**src/dbm_params.svh**
```systemverilog
// dbm_params.svh: offsets, field positions and reset values for the data breakpoint bank
// assumes byte addressing over a 32-bit avalon-mm port, two breakpoints
`ifndef DBM_PARAMS_SVH
`define DBM_PARAMS_SVH

`define DBM_NUM_BP 2
`define DBM_ADDR_W 14

`define DBM_OFS_STATUS 14'h2000
`define DBM_OFS_IRQ_MASK 14'h2004
`define DBM_OFS_BP_PAGE0 6'h21
`define DBM_OFS_ADDR 8'h00
`define DBM_OFS_AMASK 8'h08
`define DBM_OFS_ASID 8'h10
`define DBM_OFS_CTRL 8'h18
`define DBM_OFS_VAL 8'h20
`define DBM_OFS_VALH 8'h24

`define DBM_CTRL_ASID_USE 23
`define DBM_CTRL_BAI_LSB 14
`define DBM_CTRL_NO_STORE 13
`define DBM_CTRL_NO_LOAD 12
`define DBM_CTRL_BLM_LSB 4
`define DBM_CTRL_TRIG_EN 2
`define DBM_CTRL_BREAK_EN 0
`define DBM_CTRL_WMASK 32'h00bffff5
`define DBM_ASID_WMASK 32'h000000ff

`define DBM_STAT_ASID_SUP 30
`define DBM_STAT_COUNT_LSB 24

`define DBM_RESET_WORD 32'h00000000

`endif

```
**src/dbm_pkg.sv**
```systemverilog
// dbm_pkg: state types of the data breakpoint bank
// assumes dbm_params.svh is on the include path
`include "dbm_params.svh"

package dbm_pkg;

   typedef struct packed {
      logic [`DBM_NUM_BP-1:0][31:0] bpAddr;
      logic [`DBM_NUM_BP-1:0][31:0] bpAddrMask;
      logic [`DBM_NUM_BP-1:0][7:0] bpAsid;
      logic [`DBM_NUM_BP-1:0][31:0] bpCtrl;
      logic [`DBM_NUM_BP-1:0][31:0] bpValue;
      logic [`DBM_NUM_BP-1:0][31:0] bpValueHigh;
      logic [`DBM_NUM_BP-1:0] matchStatus;
      logic [`DBM_NUM_BP-1:0] irqMask;
      logic ack;
      logic [31:0] readData;
      logic [`DBM_NUM_BP-1:0] breakReq;
      logic [`DBM_NUM_BP-1:0] triggerReq;
   } dbm_regs_t;

endpackage

```
**src/dbm_match_bank.sv**
```systemverilog
// dbm_match_bank: register bank and match logic for the data breakpoints
// assumes an avalon-mm master on the processor clock and a load/store bus
// presented one transaction per cycle with busValid
//
// Decided for this implementation: the register offsets and the Avalon-MM slave port.
`timescale 1ns/1ps
`include "dbm_params.svh"

module dbm_match_bank
   import dbm_pkg::*;
#(
   parameter bit TLB_MMU = 1'b1,
   parameter int DATA_BYTES = 8
) (
   // clock and reset
   input wire logic clock,
   input wire logic srst,
   // avalon-mm slave
   input wire logic [`DBM_ADDR_W-1:0] address,
   input wire logic read,
   input wire logic write,
   input wire logic [31:0] writedata,
   output logic [31:0] readdata,
   output logic waitrequest,
   // observed load/store bus
   input wire logic busValid,
   input wire logic busStore,
   input wire logic busDouble,
   input wire logic [31:0] busAddr,
   input wire logic [7:0] busAsid,
   input wire logic [DATA_BYTES-1:0] busByteEn,
   input wire logic [63:0] busData,
   // debug events
   output logic [`DBM_NUM_BP-1:0] breakReq,
   output logic [`DBM_NUM_BP-1:0] triggerReq,
   output logic irq
);

   dbm_regs_t state_q;
   dbm_regs_t state_d;
   logic [`DBM_NUM_BP-1:0] condMet;

   // fixed mapping: no tlb, asid register reserved
   localparam bit FIXED_MAPPING = !TLB_MMU;

   // returns 1 and the breakpoint number when the address falls in a breakpoint page
   function automatic logic bpHit(input logic [`DBM_ADDR_W-1:0] a, output int idx);
      logic [5:0] page;
      page = a[`DBM_ADDR_W-1:8];
      idx = 0;
      bpHit = 1'b0;
      for (int n = 0; n < `DBM_NUM_BP; n++) begin
         if (page == `DBM_OFS_BP_PAGE0 + 6'(n)) begin
            idx = n;
            bpHit = 1'b1;
         end
      end
   endfunction

   function automatic logic [31:0] readWord(input dbm_regs_t s,
                                            input logic [`DBM_ADDR_W-1:0] a);
      int n;
      logic hit;
      logic [31:0] w;
      w = 32'h00000000;
      hit = bpHit(a, n);
      if (a == `DBM_OFS_STATUS) begin
         w[`DBM_STAT_ASID_SUP] = TLB_MMU;
         w[`DBM_STAT_COUNT_LSB +: 4] = 4'(`DBM_NUM_BP);
         w[`DBM_NUM_BP-1:0] = s.matchStatus;
      end else if (a == `DBM_OFS_IRQ_MASK) begin
         w[`DBM_NUM_BP-1:0] = s.irqMask;
      end else if (hit) begin
         case (a[7:0])
            `DBM_OFS_ADDR: w = s.bpAddr[n];
            `DBM_OFS_AMASK: w = s.bpAddrMask[n];
            `DBM_OFS_ASID: begin
               // upper bits always zero, whole word zero without tlb
               w = FIXED_MAPPING ? 32'h00000000 : {24'h000000, s.bpAsid[n]};
            end
            `DBM_OFS_CTRL: w = s.bpCtrl[n] & `DBM_CTRL_WMASK;
            `DBM_OFS_VAL: w = s.bpValue[n];
            `DBM_OFS_VALH: w = s.bpValueHigh[n];
            default: w = 32'h00000000;
         endcase
      end
      return w;
   endfunction

   for (genvar g = 0; g < `DBM_NUM_BP; g++) begin : gBp
      dbm_bp_compare #(
         .DATA_BYTES(DATA_BYTES)
      ) uCmp (
         .cfgAddr(state_q.bpAddr[g]),
         .cfgAddrMask(state_q.bpAddrMask[g]),
         .cfgAsid(state_q.bpAsid[g]),
         .cfgCtrl(state_q.bpCtrl[g]),
         .cfgValue({state_q.bpValueHigh[g], state_q.bpValue[g]}),
         .asidSupported(TLB_MMU),
         .busValid(busValid),
         .busStore(busStore),
         .busDouble(busDouble),
         .busAddr(busAddr),
         .busAsid(busAsid),
         .busByteEn(busByteEn),
         .busData(busData),
         .condMet(condMet[g])
      );
   end

   always_comb begin
      int n;
      logic hit;
      logic doWrite;
      logic [`DBM_NUM_BP-1:0] enabled;
      logic [`DBM_NUM_BP-1:0] clearBits;
      n = 0;
      hit = 1'b0;
      doWrite = 1'b0;
      enabled = '0;
      clearBits = '0;
      state_d = state_q;

      // one wait cycle per access; ack drops after the accepting edge
      state_d.ack = (read || write) && !state_q.ack;
      if ((read || write) && !state_q.ack) begin
         state_d.readData = read ? readWord(state_q, address) : 32'h00000000;
      end
      doWrite = write && state_q.ack;

      hit = bpHit(address, n);
      if (doWrite && hit) begin
         case (address[7:0])
            `DBM_OFS_ADDR: state_d.bpAddr[n] = writedata;
            `DBM_OFS_AMASK: state_d.bpAddrMask[n] = writedata;
            `DBM_OFS_ASID: state_d.bpAsid[n] = writedata[7:0];
            `DBM_OFS_CTRL: state_d.bpCtrl[n] = writedata & `DBM_CTRL_WMASK;
            `DBM_OFS_VAL: state_d.bpValue[n] = writedata;
            `DBM_OFS_VALH: state_d.bpValueHigh[n] = writedata;
            default: state_d.bpAddr[n] = state_q.bpAddr[n];
         endcase
      end
      if (doWrite && address == `DBM_OFS_IRQ_MASK) begin
         state_d.irqMask = writedata[`DBM_NUM_BP-1:0];
      end
      if (doWrite && address == `DBM_OFS_STATUS) begin
         clearBits = writedata[`DBM_NUM_BP-1:0];
      end

      for (int i = 0; i < `DBM_NUM_BP; i++) begin
         enabled[i] = state_q.bpCtrl[i][`DBM_CTRL_BREAK_EN] ||
                      state_q.bpCtrl[i][`DBM_CTRL_TRIG_EN];
      end
      // a match in the clearing cycle survives the clear
      state_d.matchStatus = (state_q.matchStatus & ~clearBits) |
                            (condMet & enabled);

      for (int i = 0; i < `DBM_NUM_BP; i++) begin
         state_d.breakReq[i] = condMet[i] && state_q.bpCtrl[i][`DBM_CTRL_BREAK_EN];
         state_d.triggerReq[i] = condMet[i] && state_q.bpCtrl[i][`DBM_CTRL_TRIG_EN];
      end
   end

   always_ff @(posedge clock) begin
      if (srst) begin
         // only the enables must reset; the rest is zeroed for determinism
         state_q <= '0;
      end else begin
         state_q <= state_d;
      end
   end

   assign waitrequest = (read || write) && !state_q.ack;
   assign readdata = state_q.readData;
   assign breakReq = state_q.breakReq;
   assign triggerReq = state_q.triggerReq;
   assign irq = |(state_q.matchStatus & state_q.irqMask);

endmodule // dbm_match_bank

```
**src/dbm_bp_compare.sv**
```systemverilog
// dbm_bp_compare: match condition of one data breakpoint
// assumes a 64-bit data bus with byte enables, sampled in the same cycle
`timescale 1ns/1ps
`include "dbm_params.svh"

module dbm_bp_compare
   import dbm_pkg::*;
#(
   parameter int DATA_BYTES = 8
) (
   // configuration
   input wire logic [31:0] cfgAddr,
   input wire logic [31:0] cfgAddrMask,
   input wire logic [7:0] cfgAsid,
   input wire logic [31:0] cfgCtrl,
   input wire logic [63:0] cfgValue,
   input wire logic asidSupported,
   // observed transaction
   input wire logic busValid,
   input wire logic busStore,
   input wire logic busDouble,
   input wire logic [31:0] busAddr,
   input wire logic [7:0] busAsid,
   input wire logic [DATA_BYTES-1:0] busByteEn,
   input wire logic [63:0] busData,
   // result
   output logic condMet
);

   function automatic logic [63:0] laneExpand(input logic [DATA_BYTES-1:0] lanes);
      logic [63:0] m;
      m = '0;
      for (int i = 0; i < DATA_BYTES; i++) begin
         m[i*8 +: 8] = {8{lanes[i]}};
      end
      return m;
   endfunction

   logic addrHit;
   logic asidHit;
   logic typeOk;
   logic byteHit;
   logic valueHit;
   logic [DATA_BYTES-1:0] cmpLanes;

   always_comb begin
      addrHit = ((busAddr ^ cfgAddr) & ~cfgAddrMask) == 32'h00000000;
      // asid compare only when supported and enabled
      asidHit = !(asidSupported && cfgCtrl[`DBM_CTRL_ASID_USE]) ||
                (busAsid == cfgAsid);
      typeOk = busStore ? !cfgCtrl[`DBM_CTRL_NO_STORE]
                        : !cfgCtrl[`DBM_CTRL_NO_LOAD];
      // at least one accessed byte must not be ignored
      byteHit = (busByteEn & ~cfgCtrl[`DBM_CTRL_BAI_LSB +: DATA_BYTES]) != '0;
      // upper word only compared on double-word transfers
      cmpLanes = busByteEn & ~cfgCtrl[`DBM_CTRL_BLM_LSB +: DATA_BYTES];
      if (!busDouble) begin
         cmpLanes[DATA_BYTES-1:4] = '0;
      end
      valueHit = ((busData ^ cfgValue) & laneExpand(cmpLanes)) == 64'h0000000000000000;
      condMet = busValid && addrHit && asidHit && typeOk && byteHit && valueHit;
   end

endmodule // dbm_bp_compare

```
**config.mk**
```make
export PLATFORM = sky130hd
export DESIGN_NAME = dbm_match_bank
export DESIGN_NICKNAME = d
export VERILOG_FILES = /design/src/dbm_pkg.sv /design/src/dbm_match_bank.sv /design/src/dbm_bp_compare.sv
export VERILOG_INCLUDE_DIRS = /design/src
export SDC_FILE = /design/constraint.sdc
export NUM_CORES = 1
export LEC_CHECK = 0
export ABC_AREA = 1
export BUFFER_PORTS_ARGS = -buffer_cell sky130_fd_sc_hd__buf_2
export CAP_MARGIN = 20
export CORE_MARGIN = 4
export CORE_UTILIZATION = 45
export CTS_CLUSTER_SIZE = 8
export DETAILED_ROUTE_END_ITERATION = 6
export GPL_TIMING_DRIVEN = 0
export HOLD_SLACK_MARGIN = 0.15
export PLACE_DENSITY_LB_ADDON = 0.1
export SYNTH_ARGS = -nofsm -noshare
export SYNTH_HDL_FRONTEND = slang
export SYNTH_SLANG_ARGS = --single-unit
```
**constraint.sdc**
```tcl
create_clock -name clock -period 3.2 [get_ports clock]
set_input_delay 0.64 -clock clock [delete_from_list [all_inputs] [get_ports clock]]
set_output_delay 0.64 -clock clock [all_outputs]
set_load 0.02 [all_outputs]
```
==> run metrics, run 1 <==
status=finished with violations; violated checks=design-rule violations; clock sink count=355; Initial Utilization=0.4581; launch point of the worst path=address[9]; CP Max Fanout=11; Primary FF master, synth=dfxtp_1; Hold Crit Class=primary input to flip-flop; worst skew pair latency=0.61 ns; post-synth top area share=0.3586; Period Utilization, post-route=0.9291; Power Density=442.7 nW/µm²; Post-CTS Resized=0; post-synthesis cell area=19820 µm²; max cap viols=0; Inserted Clock Buffers=50; Final GP Congestion=1.023; grt total ovfl=0; Synth Net Count=3191; die footprint=47470 µm²; fin crit period=2.973 ns; layout cells sized above 1=0.1377; worst hold start=writedata[5]; Flop pwr share=0.439; final net count=3430; Yosys top cell by area=dfxtp_1; drt wl/cell=23.92 µm; buffer depth of the longest clock path=3; RSZ-0062 raised after global routing=false; io pins=203; Syn Area/Cell=6.550 µm²; Cell Rows=76; crit end category=flip-flop; Req. time, crit path=3.73 ns; DR vias/cell=5.729; most common cell in the netlist=nand2_1; CP Launch Type=primary input; FF-to-FF End=readdata[23]$_SDFFE_PP0P_; Gate power share=0.086; internal power=7.409 mW; Clock Skews=0.02414 ns; 1st-pass router iterations=7; flops & latches, synth=355; initial detailed-routing violation count=2818; post-CTS setup buffers=0; largest net degree at the start of global routing=14; Final Setup Violations=0; Hold Fails Final Rpt=0; Crit path arrival time=3.51 ns; vias in the first global route=20120; gr usage total=0.3710; fin util=0.5270; critical path class=primary input to flip-flop; Post-synth EDFFs=0; # port buffers=185; CTS tree=yes; Syn-to-layout area delta=15.05%; fraction of registers with async set/reset=0; Seq/Total Area, Yosys=0.3586; Hold Path Sink=state_q[246]$_SDFFE_PP0P_; post-route ant nets=0; Root Buffer=clkbuf_16; # H-tree levels=2; filler cell count=4415; Die X=217.9 µm; Peak VDD IR=0.0003624 V; R2R cell count=8; initial antenna violation count=5; dpl ws=-0.2746 ns; WL final=92.23 mm; Final TNS setup=0 ns; Reg2Reg Setup Slack=0.72 ns; Lkg Pwr=9.784 nW; Psw=2.685 mW; vias post-DR=22090; CORE AREA=43270 µm²; top cells by area, synth=dfxtp_1 (36%), nand2_1 (13%), o21ai_0 (9.4%); most instantiated cells after synthesis=nand2_1 (679), inv_1 (385), o21ai_0 (374); yosys warns=0; first-pass GRT wire length=130.2 mm; Worst Setup Slack, final=0.2270 ns; post-synth cell types=37; fmax=0.3364 GHz; Slew Viols, Final=0; Die Y=217.9 µm; hold path depth=3; Net Sw Frac=0.2660; Clock Pin Slew Worst Setup and Hold Paths=0.05 ns; Clock power frac=0.475; Relative slew margins=0.1766; Synth Instances=3026; hold_buf cts=0; RR Startpoint=state_q[36]$_SDFF_PP0_; Detailed Place HPWL=69.36 mm; # DRC=1; Worst-Margin Slew=1.235 ns
## how the worst max path moves through the flow
| stage | to | slack (ns) |
|---|---|---|
| floorplan | readdata[16]$_SDFFE_PP0P_ | 1.11 |
| global placement | readdata[31]$_SDFFE_PP0P_ | -0.26 |
| detailed placement | readdata[27]$_SDFFE_PP0P_ | -0.27 |
| CTS | readdata[27]$_SDFFE_PP0P_ | 0.33 |
| global route | readdata[6]$_SDFFE_PP0P_ | 0.24 |
| finish | readdata[17]$_SDFFE_PP0P_ | 0.23 |
## worst max-delay path, cell delays in order
cell and delay [ns]:
buf_2 0.11, inv_1 0.06, nor2_1 0.06, nand2_1 0.19, clkbuf_1 0.74, clkbuf_1 0.82
o21ai_0 0.46, nand4_1 0.20, nand2_1 0.08, a21oi_1 0.15
## cell families (layout without fill, tap and decap cells)
family          count (synthesis)  after routing  share of synthesized area
simple gates                 1173           1173                     0.2475
xor+xnor                       40             40                    0.01768
compound gates                856            856                     0.2470
flops                         355            355                     0.3586
buf+inv                       602            845                     0.1292
other cells                     0              2                          0
## layer usage
metal,wire [µm],global-route usage,share of wire,vias up
met2,39530,0.5671,0.43,1364
met4,5810,0.2029,0.063,6
met3,9782,0.07580,0.11,297
met1,37080,0.4917,0.40,10210
li1,-,-,-,10210
met5,31,0,0.00034,-
## flip-flops by register name, indices dropped and copies added (netlist names)
signal / cells
triggerReq: 2
readdata: 32
breakReq: 2
state_q: 319
## layout make-up
| class | count | area (µm²) | area share |
|---|---|---|---|
| tap | 585 | 732.0 | 0.03210 |
| timing repair buffer | 187 | 948.4 | 0.04159 |
| buffer | 204 | 1067 | 0.04680 |
| inverter | 398 | 1494 | 0.06551 |
| multi-input combinational | 2069 | 10150 | 0.4452 |
| clock inverter | 4 | 38.79 | 0.001701 |
| antenna | 2 | 5.005 | 0.0002195 |
| sequential | 355 | 7107 | 0.3117 |
| clock buffer | 52 | 1259 | 0.05520 |
## layout by cell type, fill, tap and decap left out, drive strengths merged, types with 3 or more instances in the layout
master / instances
nand2: 683
o21ai: 432
inv: 400
dfxtp: 355
a21oi: 321
buf: 292
nor2: 282
nand3: 177
clkbuf: 151
a211oi: 64
xor2: 36
o211ai: 19
nand4: 13
o22ai: 13
nor3: 11
or2: 5
xnor2: 4
o221ai: 3
## power groups by stage
stage / registers, mW / logic [mW] / clock network (mW)
2_1_floorplan: 4.52 / 0.421 / 0
6_report: 4.43 / 0.870 / 4.80
4_1_cts: 4.43 / 0.841 / 4.79
3_3_place_gp: 4.52 / 0.829 / 0
3_5_place_dp: 4.52 / 0.838 / 0
5_1_grt: 4.42 / 0.928 / 4.95
## metrics by stage
stage	hold slack [ns]	area (µm²)	total power, mW	cells
floorplan	0.4393	19820	4.940	3026
finish	0.3628	22800	10.09	3856
CTS	0.3498	22790	10.06	3853
global placement	0.4528	21480	5.348	3796
global route	0.3914	22800	10.30	3854
detailed placement	0.4566	21490	5.356	3797
Note: power is estimated with default switching activity, not from simulation.
==> inputs of run 2 (changes only) <==
--- a/config.mk
+++ b/config.mk
@@ -6,7 +6,6 @@
 export SDC_FILE = /design/constraint.sdc
 export NUM_CORES = 1
 export LEC_CHECK = 0
-export ABC_AREA = 1
 export BUFFER_PORTS_ARGS = -buffer_cell sky130_fd_sc_hd__buf_2
 export CAP_MARGIN = 20
 export CORE_MARGIN = 4
==> run metrics, run 2 <==
Final Setup Violations=2; Power Density=482.2 nW/µm²; fmax=0.2979 GHz; violated checks=negative setup slack; DR vias/cell=6.196; commonest cells after routing, fill and taps aside=nand2_1 (753), a21oi_1 (378), dfxtp_1 (355), buf_2 (206), clkbuf_1 (139); Crit path arrival time=3.84 ns; Finished Layout Cells=3112; most common cell in the netlist=nand2_1; initial detailed-routing violation count=2855; worst hold start=writedata[4]; vias post-DR=19280; CTS tree=yes; fin crit period=3.357 ns; final net count=2755; first-pass GRT wire length=127.8 mm; Syn Area/Cell=7.574 µm²; Hold Path Sink=state_q[245]$_SDFFE_PP0P_; Peak VDD IR=0.0003781 V; # DRC=0; 1st-pass router iterations=6; Lkg Pwr=7.239 nW; Most flops, register=state_q; RR Startpoint=state_q[165]$_SDFFE_PP0P_; RSZ-0062 raised after global routing=true; Yosys top cell by area=dfxtp_1; Clock Pin Slew Worst Setup and Hold Paths=0.05 ns; Primary FF master, synth=dfxtp_1; Worst Setup Slack, final=-0.1567 ns; Syn-to-layout area delta=16.23%; Top Usage Layer GRT=met2; hold path depth=3; gr usage total=0.4048; CORE AREA=39010 µm²; status=finished with violations; vias in the first global route=18160; max reg flops=319; Reg2Reg Setup Slack=0.14 ns; critical path class=primary input to flip-flop; post-synth cell types=64; Relative slew margins=0.1827; fraction of registers with async set/reset=0; # H-tree levels=2; clock sink count=355; Clock Skews=0.01839 ns; Req. time, crit path=3.69 ns; max cap viols=0; Initial Utilization=0.4588; grt total ovfl=0; io pins=203; layout cells sized above 1=0.1280; Post-synth EDFFs=0; Cell Rows=72; post-synthesis cell area=17900 µm²; DP Cell Count=3056; CP Launch Type=primary input; die footprint=43030 µm²; Die X=207.4 µm; buffer depth of the longest clock path=3; FF-to-FF End=breakReq[1]$_SDFF_PP0_; R2R cell count=6; post-synth top area share=0.3971; met1 Use GR=0.5340; flops & latches, synth=355; Final GP Congestion=1.043; Detailed Place HPWL=70.10 mm; worst skew pair latency=0.61 ns; dpl ws=-0.7998 ns; Synth Instances=2363; Die Y=207.4 µm; initial antenna violation count=6; Worst-Margin Slew=1.226 ns; drt wl/cell=29.53 µm; post-CTS setup buffers=0; # port buffers=173; launch point of the worst path=address[13]; largest net degree at the start of global routing=14; top cells by area, synth=dfxtp_1 (40%), nand2_1 (16%), a21oi_1 (11%); Hold Crit Class=primary input to flip-flop; most common cell after layout, fill and taps aside=nand2_1; met2 usage in global routing=0.6130; CP Max Fanout=10; Hold Fails Final Rpt=0; Seq/Total Area, Yosys=0.3971; Root Buffer=clkbuf_16; # diodes=0; Synth Net Count=2528; Period Utilization, post-route=1.049; Slew Viols, Final=0; post-route ant nets=0; met3 usage=0.09884; most instantiated cells after synthesis=nand2_1 (753), a21oi_1 (378), dfxtp_1 (355); WL final=91.88 mm; crit end category=flip-flop; Inserted Clock Buffers=50; yosys warns=0
==> run 2: cell types whose count changed after synthesis, sizes merged, moves of 40 or more <==
cell and change:
o22ai +53, o21ai -376, inv -385, clkbuf +40, a21oi +57, nand3 -169
nand2 +70, a211oi -49, mux2i +63, xor2 +53, xnor2 +116, nor2 -242
==> run 2: what timing repair did <==
| item | in CTS | in global routing |
|---|---|---|
| hold buffers | 0 | 0 |
| setup endpoints to repair | 67 | 71 |
| resized for setup | 6 | 6 |
| gates cloned | 0 | 0 |
==> run 2: kinds of logic after synthesis <==
logic type,Yosys count,share of synthesized area
AND/OR/NAND/NOR,914,0.2097
flip-flops,355,0.3971
buffers and inverters,225,0.05803
XOR/XNOR,209,0.1023
AO/OA/AOI/OAI,580,0.1807
multiplexers,80,0.05222
==> run 2: metrics by stage <==
stage / instance area [µm²] / power (mW) / utilization / hold WS [ns] / setup TNS (ns)
5_1_grt: 20800 / 10.15 / 0.5333 / 0.3132 / -0.01910
6_report: 20800 / 10.03 / 0.5333 / 0.3065 / -0.1639
3_5_place_dp: 19430 / 5.230 / 0.4980 / 0.4443 / -145.20
4_1_cts: 20780 / 9.973 / 0.5327 / 0.2919 / 0
2_1_floorplan: 17900 / 4.833 / - / 0.4299 / 0
3_3_place_gp: 19410 / 5.229 / 0.4976 / 0.4411 / -138.15
==> run 2: critical path, cell delays in order <==
cell and delay [ns]:
buf_2 0.10, or4b_1 0.15, clkbuf_1 0.32, or2_1 0.27, buf_6 0.22, buf_2 0.47, buf_1 0.86, a31oi_1 0.39
o31a_1 0.39
==> run 2: layout make-up <==
cell class / instances / area (µm²)
fill: 3907 / 18210
multi-input combinational: 1783 / 9807
sequential: 355 / 7107
clock buffer: 53 / 1284
buffer: 212 / 991.0
timing repair buffer: 175 / 882.1
tap: 518 / 648.1
inverter: 13 / 48.80
clock inverter: 3 / 33.78
==> run 2: how the worst max path moves through the flow <==
stage	end	slack, ns
4_1_cts	readdata[11]$_SDFFE_PP0P_	0.02
2_1_floorplan	readdata[0]$_SDFFE_PP0P_	0.54
5_1_grt	readdata[6]$_SDFFE_PP0P_	-0.02
3_5_place_dp	state_q[327]$_SDFFE_PP0P_	-0.80
3_3_place_gp	state_q[324]$_SDFFE_PP0P_	-0.76
6_report	readdata[6]$_SDFFE_PP0P_	-0.16
==> run 2: per-layer routing <==
layer	up-vias	routed length (µm)
li1	8414	-
met1	9204	35580
met2	1333	39050
met3	321	11310
met4	10	5870
met5	-	74
==> run 2: where the power goes <==
| part | switching [mW] | internal [mW] | total [mW] |
|---|---|---|---|
| Combinational | 0.546 | 0.206 | 0.752 |
| Clock | 2.05 | 2.80 | 4.85 |
| Sequential | 0.00132 | 4.43 | 4.43 |
